`src/shared/fsp_pkg.sv`:
```
/*
 Shared constants for the flash self-programming sequencer:
 register offsets, control field positions, legal command codes.
 Assumes an 8-bit register port with a 4-bit address.
*/
package fsp_pkg;
    // Register port geometry
    localparam int         REG_ADDR_W  = 4;
    localparam int         REG_DATA_W  = 8;
    localparam logic [3:0] REG_CTRL    = 4'h0;  // store_program_control
    localparam logic [7:0] CTRL_RESET  = 8'h00;
    localparam logic [7:0] READ_ZERO   = 8'h00;

    // Control field positions
    localparam int STORE_ENABLE_BIT = 0;
    localparam int PAGE_ERASE_BIT   = 1;
    localparam int PAGE_PROGRAM_BIT = 2;
    localparam int LOCK_SET_BIT     = 3;
    localparam int REENABLE_BIT     = 4;
    localparam int SECTION_BUSY_BIT = 6;
    localparam int CMD_W            = 5;

    // The only accepted low-five-bit patterns
    localparam logic [4:0] CODE_REENABLE = 5'h11;  // 10001
    localparam logic [4:0] CODE_LOCK     = 5'h09;  // 01001
    localparam logic [4:0] CODE_PROGRAM  = 5'h05;  // 00101
    localparam logic [4:0] CODE_ERASE    = 5'h03;  // 00011
    localparam logic [4:0] CODE_LOAD     = 5'h01;  // 00001
    localparam logic [4:0] CMD_NONE      = 5'h00;

    // Arming window length in clock cycles
    localparam logic [2:0] ARM_CYCLES    = 3'h4;
    localparam int         ARM_W         = 3;

    // Pointer and data widths
    localparam int PTR_W       = 16;
    localparam int WORD_W      = 16;
    localparam int LOCK_W      = 8;
endpackage

```
`src/fsp_arm_window.sv`:
```
/*
 Four-cycle arming window for the store-program instruction.
 Assumes arm and stop are single-cycle pulses from the sequencer.
*/
`timescale 1ns/1ns
module fsp_arm_window #(
    parameter logic [fsp_pkg::ARM_W-1:0] CYCLES = fsp_pkg::ARM_CYCLES
) (
    input  wire logic sys_clk,
    input  wire logic reset,
    input  wire logic clk_en,
    input  wire logic arm,
    input  wire logic stop,
    output logic      armed,
    output logic      expire
);
    import fsp_pkg::*;

    logic [ARM_W-1:0] cnt;
    logic [ARM_W-1:0] next_cnt;

    // Rearming restarts the full window
    always_comb begin
        next_cnt = cnt;
        if (arm) begin
            next_cnt = CYCLES;
        end else if (stop) begin
            next_cnt = '0;
        end else if (cnt != '0) begin
            next_cnt = cnt - 1'b1;
        end
    end

    always_ff @(posedge sys_clk or posedge reset) begin
        if (reset) begin
            cnt <= '0;
        end else if (clk_en) begin
            cnt <= next_cnt;
        end
    end

    // Last armed cycle with nothing taken
    assign armed  = (cnt != '0);
    assign expire = clk_en && (cnt == 1) && !arm && !stop;
endmodule

```
`src/fsp_page_buffer.sv`:
```
/*
 Temporary page buffer held in flip-flops, one word per index.
 Assumes the flash array reads it through the registered port.
*/
`timescale 1ns/1ns
module fsp_page_buffer #(
    parameter int WORDS = 64,
    parameter int WIDTH = 16,
    parameter int IDX_W = $clog2(WORDS)
) (
    input  wire logic             sys_clk,
    input  wire logic             reset,
    input  wire logic             clk_en,
    input  wire logic             wr,
    input  wire logic [IDX_W-1:0] wr_idx,
    input  wire logic [WIDTH-1:0] wr_data,
    input  wire logic             clear,
    input  wire logic [IDX_W-1:0] rd_idx,
    output logic      [WIDTH-1:0] rd_data,
    output logic                  loaded
);
    logic [WIDTH-1:0] mem      [WORDS];
    logic [WIDTH-1:0] next_mem [WORDS];
    logic             next_loaded;

    // Clear beats a write; erased words read all ones
    always_comb begin
        next_mem    = mem;
        next_loaded = loaded;
        if (clear) begin
            for (int i = 0; i < WORDS; i++) begin
                next_mem[i] = '1;
            end
            next_loaded = 1'b0;
        end else if (wr) begin
            next_mem[wr_idx] = wr_data;
            next_loaded      = 1'b1;
        end
    end

    always_ff @(posedge sys_clk or posedge reset) begin
        if (reset) begin
            for (int i = 0; i < WORDS; i++) begin
                mem[i] <= '1;
            end
            loaded  <= 1'b0;
            rd_data <= '1;
        end else if (clk_en) begin
            mem     <= next_mem;
            loaded  <= next_loaded;
            rd_data <= mem[rd_idx];
        end
    end
endmodule

```
`src/fsp_sequencer.sv`:
```
/*
 Flash self-programming sequencer: control register, arming window,
 buffer loads, page erase, page write, lock set, section re-enable.
 Assumes the CPU pulses store_program_instr once per store-program
 instruction and the flash array answers each start with flash_done.
*/
// Chosen here: the strobed register port and the register addresses.
`timescale 1ns/1ns
module fsp_sequencer #(
    parameter int PAGE_WORDS      = 64,
    parameter int HALT_FIRST_PAGE = 112
) (
    input  wire logic                             sys_clk,
    input  wire logic                             reset,
    input  wire logic                             clk_en,
    input  wire logic [fsp_pkg::REG_ADDR_W-1:0]   reg_addr,
    input  wire logic [fsp_pkg::REG_DATA_W-1:0]   reg_wdata,
    input  wire logic                             reg_wr,
    input  wire logic                             reg_rd,
    output logic      [fsp_pkg::REG_DATA_W-1:0]   reg_rdata,
    input  wire logic                             store_program_instr,
    input  wire logic [fsp_pkg::PTR_W-1:0]        pointer,
    input  wire logic [fsp_pkg::WORD_W-1:0]       data_register_pair,
    input  wire logic                             eeprom_write,
    output logic                                  flash_op_start,
    output logic                                  flash_op_erase,
    output logic [fsp_pkg::PTR_W-2-$clog2(PAGE_WORDS):0] flash_page,
    input  wire logic                             flash_done,
    input  wire logic [$clog2(PAGE_WORDS)-1:0]    flash_buf_idx,
    output logic      [fsp_pkg::WORD_W-1:0]       flash_buf_data,
    output logic                                  lock_write,
    output logic      [fsp_pkg::LOCK_W-1:0]       lock_data,
    output logic                                  cpu_halt,
    output logic                                  section_busy
);
    import fsp_pkg::*;

    localparam int WORD_BITS = $clog2(PAGE_WORDS);
    localparam int PAGE_BITS = PTR_W - 1 - WORD_BITS;

    typedef enum logic [1:0] {FSP_IDLE, FSP_ARMED, FSP_BUSY} fsp_state_e;

    // Accepts only the five documented low patterns
    function automatic logic legal_code(input logic [CMD_W-1:0] c);
        return (c == CODE_REENABLE) || (c == CODE_LOCK) ||
               (c == CODE_PROGRAM) || (c == CODE_ERASE) ||
               (c == CODE_LOAD);
    endfunction

    // Page part of the pointer; bit 0 picks a byte and is dropped
    function automatic logic [PAGE_BITS-1:0] page_of(input logic [PTR_W-1:0] p);
        return p[PTR_W-1 -: PAGE_BITS];
    endfunction

    fsp_state_e           state;
    fsp_state_e           next_state;
    logic [CMD_W-1:0]     cmd;
    logic [CMD_W-1:0]     next_cmd;
    logic                 next_section_busy;
    logic                 op_halting;
    logic                 next_op_halting;
    logic [PAGE_BITS-1:0] next_flash_page;
    logic                 next_flash_op_start;
    logic                 next_flash_op_erase;
    logic                 next_cpu_halt;
    logic                 next_lock_write;
    logic [LOCK_W-1:0]    next_lock_data;
    logic [REG_DATA_W-1:0] next_reg_rdata;

    logic                 wr_ctrl;
    logic                 write_ok;
    logic                 instr_take;
    logic                 arm;
    logic                 stop;
    logic                 armed;
    logic                 expire;
    logic                 buf_wr;
    logic                 buf_clear;
    logic                 buf_loaded;
    logic [WORD_BITS-1:0] word_idx;
    logic                 target_halting;

    // Word index sits just above the byte bit
    assign word_idx    = pointer[WORD_BITS:1];
    assign target_halting = (page_of(pointer) >= PAGE_BITS'(HALT_FIRST_PAGE));

    // Register access decode; writes refused during an operation
    assign wr_ctrl  = reg_wr && (reg_addr == REG_CTRL);
    assign write_ok = wr_ctrl && (state != FSP_BUSY)
                      && legal_code(reg_wdata[CMD_W-1:0]);
    assign instr_take = store_program_instr && armed
                      && (state == FSP_ARMED);

    fsp_arm_window #(
        .CYCLES (ARM_CYCLES)
    ) u_window (
        .sys_clk (sys_clk),
        .reset   (reset),
        .clk_en  (clk_en),
        .arm     (arm),
        .stop    (stop),
        .armed   (armed),
        .expire  (expire)
    );

    fsp_page_buffer #(
        .WORDS (PAGE_WORDS),
        .WIDTH (WORD_W)
    ) u_buffer (
        .sys_clk (sys_clk),
        .reset   (reset),
        .clk_en  (clk_en),
        .wr      (buf_wr),
        .wr_idx  (word_idx),
        .wr_data (data_register_pair),
        .clear   (buf_clear),
        .rd_idx  (flash_buf_idx),
        .rd_data (flash_buf_data),
        .loaded  (buf_loaded)
    );

    // Sequencer next state; a taken instruction beats a rewrite
    always_comb begin
        next_state          = state;
        next_cmd            = cmd;
        next_section_busy   = section_busy;
        next_op_halting     = op_halting;
        next_flash_page     = flash_page;
        next_flash_op_erase = flash_op_erase;
        next_flash_op_start = 1'b0;
        next_cpu_halt       = cpu_halt;
        next_lock_write     = 1'b0;
        next_lock_data      = lock_data;
        arm                 = 1'b0;
        stop                = 1'b0;
        buf_wr              = 1'b0;
        buf_clear           = 1'b0;
        case (state)
            FSP_IDLE, FSP_ARMED: begin
                if (instr_take) begin
                    stop     = 1'b1;
                    next_cmd = CMD_NONE;
                    next_state = FSP_IDLE;
                    case (cmd)
                        CODE_LOAD: begin
                            buf_wr            = 1'b1;
                            next_section_busy = 1'b0;
                        end
                        CODE_ERASE, CODE_PROGRAM: begin
                            // Latch now so the pointer is free again
                            next_flash_page     = page_of(pointer);
                            next_flash_op_erase = (cmd == CODE_ERASE);
                            next_flash_op_start = 1'b1;
                            next_op_halting     = target_halting;
                            next_cpu_halt       = target_halting;
                            next_section_busy   = section_busy || !target_halting;
                            next_cmd            = cmd;
                            next_state          = FSP_BUSY;
                        end
                        CODE_REENABLE: begin
                            next_section_busy = 1'b0;
                        end
                        CODE_LOCK: begin
                            // Pointer plays no part here
                            next_lock_write = 1'b1;
                            next_lock_data  = data_register_pair[LOCK_W-1:0];
                        end
                        default: begin
                            next_state = FSP_IDLE;
                        end
                    endcase
                end else if (write_ok) begin
                    arm        = 1'b1;
                    next_cmd   = reg_wdata[CMD_W-1:0];
                    next_state = FSP_ARMED;
                    if (reg_wdata[REENABLE_BIT]) begin
                        buf_clear = 1'b1;
                    end
                end else if (expire) begin
                    next_cmd   = CMD_NONE;
                    next_state = FSP_IDLE;
                end
            end
            FSP_BUSY: begin
                if (flash_done) begin
                    next_cmd      = CMD_NONE;
                    next_cpu_halt = 1'b0;
                    next_state    = FSP_IDLE;
                    if (!flash_op_erase) begin
                        buf_clear = 1'b1;
                    end
                end
            end
            default: begin
                next_state = FSP_IDLE;
            end
        endcase
        // Half-loaded page is useless after an EEPROM write
        if (eeprom_write && buf_loaded) begin
            buf_clear = 1'b1;
        end
    end

    // Read data for the cycle after the strobe
    always_comb begin
        next_reg_rdata = READ_ZERO;
        if (reg_rd && (reg_addr == REG_CTRL)) begin
            next_reg_rdata = {1'b0, section_busy, 1'b0, cmd};
        end
    end

    // Control state; everything idle after reset
    always_ff @(posedge sys_clk or posedge reset) begin
        if (reset) begin
            state          <= FSP_IDLE;
            cmd            <= CTRL_RESET[CMD_W-1:0];
            section_busy   <= CTRL_RESET[SECTION_BUSY_BIT];
            op_halting     <= 1'b0;
            flash_page     <= '0;
            flash_op_start <= 1'b0;
            flash_op_erase <= 1'b0;
            cpu_halt       <= 1'b0;
            lock_write     <= 1'b0;
            lock_data      <= '0;
            reg_rdata      <= READ_ZERO;
        end else if (clk_en) begin
            state          <= next_state;
            cmd            <= next_cmd;
            section_busy   <= next_section_busy;
            op_halting     <= next_op_halting;
            flash_page     <= next_flash_page;
            flash_op_start <= next_flash_op_start;
            flash_op_erase <= next_flash_op_erase;
            cpu_halt       <= next_cpu_halt;
            lock_write     <= next_lock_write;
            lock_data      <= next_lock_data;
            reg_rdata      <= next_reg_rdata;
        end
    end

    // Helper: enabled cycles spent armed, for the window check
    logic [ARM_W:0] armed_age;
    always_ff @(posedge sys_clk or posedge reset) begin
        if (reset) begin
            armed_age <= '0;
        end else if (clk_en) begin
            armed_age <= (next_state == FSP_ARMED && (arm || state == FSP_ARMED))
                         ? (arm ? (ARM_W+1)'(1) : armed_age + 1'b1) : '0;
        end
    end
endmodule

```
`config.mk`:
```
export PLATFORM = sky130hd
export DESIGN_NAME = fsp_sequencer
export DESIGN_NICKNAME = d
export VERILOG_FILES = /design/src/shared/fsp_pkg.sv /design/src/fsp_arm_window.sv /design/src/fsp_page_buffer.sv /design/src/fsp_sequencer.sv
export SDC_FILE = /design/constraint.sdc
export NUM_CORES = 2
export LEC_CHECK = 0
export BUFFER_PORTS_ARGS = -buffer_cell sky130_fd_sc_hd__buf_4
export CELL_PAD_IN_SITES_DETAIL_PLACEMENT = 1
export CELL_PAD_IN_SITES_GLOBAL_PLACEMENT = 2
export CORE_ASPECT_RATIO = 1.25
export CORE_UTILIZATION = 43
export CTS_CLUSTER_SIZE = 24
export DETAILED_ROUTE_END_ITERATION = 12
export PLACE_DENSITY = 0.77
export RECOVER_POWER = 25
export SYNTH_ARGS = -nofsm -noshare
export SYNTH_HDL_FRONTEND = slang
export SYNTH_SLANG_ARGS = --single-unit
```
`constraint.sdc`:
```
create_clock -name sys_clk -period 38.5 [get_ports sys_clk]
set_clock_uncertainty 0.05 [all_clocks]
set_input_delay 5.775 -clock sys_clk [delete_from_list [all_inputs] [get_ports sys_clk]]
set_output_delay 5.775 -clock sys_clk [all_outputs]
set_load 0.01 [all_outputs]
```
# Word level (Yosys, flattened, before mapping)
# Index checks and enable logic that the tools add are counted.
# word_totals
reg_bits	1081
latchBits	0
ramBits	0
romBits	0
input_bits	58
output_inout_bits	46
wordCells	192
mem_count	0
# classes
n_addsub	1
n_mul	0
div	0
magnitude_cmp	4
eq_ne	19
shifts	0
n_mux	52
bitwise	2
n_reduce_logical	37
# ops
op	count
1024-bit two-way mux	2
1024-bit bitwise mux	1
16-bit binary-select mux with 6-bit select	1
16-bit demux with 6-bit select	1
16-bit two-way mux	3
1-bit two-way mux	25
5-bit two-way mux	5
7-bit greater-or-equal comparator, second input constant	2
6-bit inverter with 7-bit output	2
4-bit AND reduction	3
1-bit logical AND	11
5-bit by 1-bit equality test with 1-bit output, second input constant	2
5-bit by 2-bit equality test with 1-bit output, second input constant	2
5-bit by 3-bit equality test with 1-bit output, second input constant	2
5-bit by 4-bit equality test with 1-bit output, second input constant	2
5-bit equality test, second input constant	2
2-bit two-way mux	5
5-bit one-hot mux with 2 select lines	1
5-bit AND reduction	2
9-bit by 7-bit greater-or-equal comparator with 1-bit output, second input constant	1
3-bit two-way mux	3
7-bit by 1-bit less-than comparator with 1-bit output, second input constant	1
7-bit two-way mux	1
2-bit != test, second input constant	3
18 further kinds	32

# Depth between registers and ports, before layout
# depth
word_depth	16
mapped_depth	12
depth_no_buf	8

# Modules after synthesis
# Synthesis repeated with hierarchy kept, for this count alone.
# unflattened
hier_cells	4560
area_unflattened_um2	50201.9
# modules_own_cells
module	n_inst	cells_per_inst	area_per_inst_um2	seq_area_each_um2
fsp_page_buffer	1	4404	48363.9	27351.2
fsp_sequencer	1	134	1624.1	875.8
fsp_arm_window	1	22	214.0	75.1

# Worst setup path before layout
# Ideal clock, no wire load.
# synth_path
path_type	input port to flip-flop
from	in flash_buf_idx[0]
to	reg u_buffer.rd_data[0]
setup_ns	0.083
t_arrival_ns	7.645
required_ns	38.367
setup_slack_ns	30.722
cell_stages	7
n_path_buf	3
path_cell_list	buf_2 -> buf_2 -> buf_2 -> mux4_2 -> a22oi_1 -> nand2_1 -> a221o_1
# synth_between
elab_chain_len	4
# synth_lines
item	line	source
start, declared	fsp_sequencer.sv:29	input wire logic [$clog2(PAGE_WORDS)-1:0] flash_buf_idx,
6-bit inverter with 7-bit output (implied by the code)	fsp_page_buffer.sv:51	rd_data <= mem[rd_idx];
16-bit binary-select mux with 6-bit select	fsp_page_buffer.sv:51	
16-bit two-way mux (implied by the code) (2 in a row)	fsp_page_buffer.sv:51	
end signal, assigned	fsp_page_buffer.sv:51	
end, declared	fsp_page_buffer.sv:19	output logic [WIDTH-1:0] rd_data,
# No other way between the ends. The select of a mux whose other input is x is not followed.
# A chain may end at the register's enable or synchronous reset.

==> flow_metrics.py <==
metrics = {
    "floorplanning": {
        "io_pins": 104,
        "rows": 143,
        "core_mm2": 0.122,
        "die_area_mm2": 0.124,
        "start_util_pct": 43.4,
        "die_x_um": 316,
        "die_h_um": 394,
    },
    "clock_network": {
        "h-tree-depth": 3,
        "cts-buffers-inserted": 119,
        "clk_latency_ns": 0.74,
        "cts.clk_slew.worst_paths_ns": 0.06,
        "hold_buffers": 0,
        "root_buffer": "clkbuf_16",
        "cts.sinks": 1079,
        "post_cts_buffers": 0,
        "cts_buffer_depth": 3,
        "cts_tree": "done",
        "cts_resized": 0,
    },
    "sta": {
        "finalSetupTns_ns": 0,
        "rsz0062_at_grt": "false",
        "period_share_pct": 52.3,
        "hold_viol_final": 0,
        "max_freq_mhz": 49.7,
        "finalSetupViolCount": 0,
        "slew_violations": 625,
        "slew_headroom_pct": -404,
        "worst-slew-pin-transition_ns": 7.57,
        "min_period_ns": 20.12,
    },
    "outcome": {
        "violations": "design-rule violations, max-capacitance violations, max-slew violations",
        "run_status": "complete, but fails checks",
    },
    "worst_setup_path": {
        "crit_chain": "clkbuf_1, clkinvlp_2, clkbuf_1, clkbuf_1, buf_4, buf_12, buf_4",
        "crit_top_cell": "clkbuf_1",
        "rrSetupSlack_ns": 33.22,
        "startpoint": "reset",
        "critPathBufInv": 7,
        "r2r_start": "u_window.cnt[0]",
        "cpMaxStageDelayCell": "clkbuf_1",
        "arrival_ns": 20.89,
        "path_delay_family": "buffers and inverters",
        "slowest_delay_ns": 5.37,
        "cp_max_fo": 157,
        "crit_type": "input port to asynchronous set/reset pin",
        "required_ns": 39.27,
        "crit_path_end_kind": "asynchronous set/reset pin",
        "cp-start-kind": "input port",
    },
    "synth": {
        "avgSynthCellArea_um2": 11.3,
        "yosys_warnings": 0,
        "ys_seq_area_share_pct": 53.5,
        "syn_inst": 4692,
        "ys_seq_elements": 1079,
        "syn_area_mm2": 0.0529,
        "async_reset_ff_share_pct": 100,
        "ys.flop_type": "dfstp_2",
        "synth_edf_count": 0,
        "synthDistinctLibCells": 54,
    },
    "final_layout": {
        "final_common_cell": "dfstp_2",
        "nFillCells": 12700,
        "area_growth_pct": 10.0,
        "final_cell_mix": "dfstp_2 (1025), a21oi_1 (801), a211oi_1 (783)",
        "drive_gt1_share_pct": 37.8,
        "antenna_cells": 0,
        "fin_nets": 4492,
        "design_area_mm2": 0.0582,
    },
    "detailed_routing": {
        "vias_per_cell": 6.43,
        "drc_errors": 5,
        "wire_per_inst_um": 27.7,
        "first_iter_violations": 2959,
        "drtPass1Iterations": 9,
        "ant_nets": 0,
        "num_vias": 39400,
        "postRouteWirelength_mm": 170,
    },
    "grt": {
        "grt_pass1_vias": 41600,
        "grt_max_degree": 182,
        "antenna_found_initial": 1,
        "overflow": 0,
        "grt_pass1_wl_mm": 265,
        "grt_usage_pct": 27.5,
    },
    "pwr": {
        "ir_drop_uv": 35.9,
        "power.leakage_nw": 22.4,
        "pwr_density_cell_mw_per_mm2": 47.2,
    },
    "job": {
        "cap_violations": 7,
    },
    "worst_hold_path": {
        "min_from": "u_window.cnt[1]",
        "worstHoldPathType": "register to register",
    },
    "placed_design": {
        "dp_hpwl_mm": 95.6,
        "placed_area_mm2": 0.0543,
        "port_buffers": 97,
        "place.gp.congestion": 0.827,
    },
}
## per-stage QoR
| step | utilization (%) | hold slack, ns | worst slack (ns) | instances | power (mW) |
|---|---|---|---|---|---|
| after floorplan | - | 0.400 | 4.02 | 4693 | 1.46 |
| after global placement | 44.5 | 0.414 | 27.54 | 5905 | 1.56 |
| after detailed placement | 44.5 | 0.425 | 27.52 | 5905 | 1.57 |
| after CTS | 47.9 | 0.438 | 28.32 | 6127 | 2.78 |
| after global routing | 47.7 | 0.449 | 15.79 | 6127 | 2.85 |
| final | 47.7 | 0.432 | 18.38 | 6127 | 2.74 |
## cell families after synthesis
family / synth area share, %
DFF: 53.5
AOI/OAI and AO/OA: 25.0
muxes: 11.2
xor gates and xnor gates: 0.0166
other: 0.00709
and+or+nand+nor: 4.92
adders and majority gates: 0.0710
buffers and inverters: 5.28
## final cells by class
type	instances	area (µm²)	share of cell area, %
Sequential cell	1079	28300	48.6
Multi-Input combinational cell	2991	22100	37.9
Clock buffer	180	3580	6.15
Tap cell	1595	2000	3.43
Timing Repair Buffer	228	1670	2.87
Clock inverter	42	520	0.895
Inverter	12	46.3	0.0796
## cell usage after synthesis, drive strengths merged (20+ instances only)
library cell | n | area share [%]
clkbuf | 342 | 2.4
o21ai | 23 | 0.22
a211oi | 783 | 11
a21oi | 801 | 7.6
nand2b | 20 | 0.24
mux2i | 195 | 3.7
nor3 | 24 | 0.23
mux2 | 34 | 0.72
mux4 | 160 | 6.8
dfstp | 1040 | 52
o22ai | 33 | 0.39
nor2 | 363 | 2.8
nand4 | 24 | 0.30
a22oi | 322 | 4.6
dfrtp | 39 | 1.8
nand2 | 73 | 0.52
buf | 269 | 2.8
## power breakdown
part,switching (mW),internal [mW],leakage (nW),total (mW)
registers,0.0380,1.24,11.4,1.28
clock network,0.491,0.705,2.04,1.20
logic,0.174,0.0964,9.01,0.271
## state kept, by name, summed over array words and instances, names as in the netlist
register,count
reg_rdata,6
lock_data,8
cmd,5
u_buffer.mem,1024
flash_page,9
u_window.cnt,3
section_busy,1
u_buffer.loaded,1
lock_write,1
flash_op_erase,1
cpu_halt,1
u_buffer.rd_data,16
flash_op_start,1
state,2
## worst register-to-register path, cell delays in order, from the launching register on
cell	delay [ns]
dfrtp_1	0.41
inv_1	0.07
ha_1	0.14
ha_1	0.22
and3b_1	0.24
nor4b_2	0.36
a221o_4	0.54
buf_4	0.88
buf_12	0.52
buf_12	0.87
nor2_4	0.06
buf_4	0.46
a22oi_1	0.34
## routing by layer
| layer | GRT usage [%] | vias up | part of all wire, % |
|---|---|---|---|
| met1 | 38.3 | 21000 | 45 |
| met4 | 8.89 | 2 | 2.9 |
| li1 | - | 17400 | - |
| met3 | 3.04 | 198 | 3.5 |
| met2 | 44.8 | 769 | 49 |
| met5 | 0 | - | 0.0071 |
## path summary, 6_finish.rpt
path                                     end  depth (start not counted)
max                        u_buffer.mem[967]                          7
min                          u_window.cnt[1]                          1
max reg2reg                u_buffer.mem[363]                         12
min reg2reg                  u_window.cnt[1]                          1
max in group sys_clk       u_buffer.mem[992]                          7
min in group asynchronous  u_buffer.mem[366]                          2
Power figures use the tool's default switching activity.
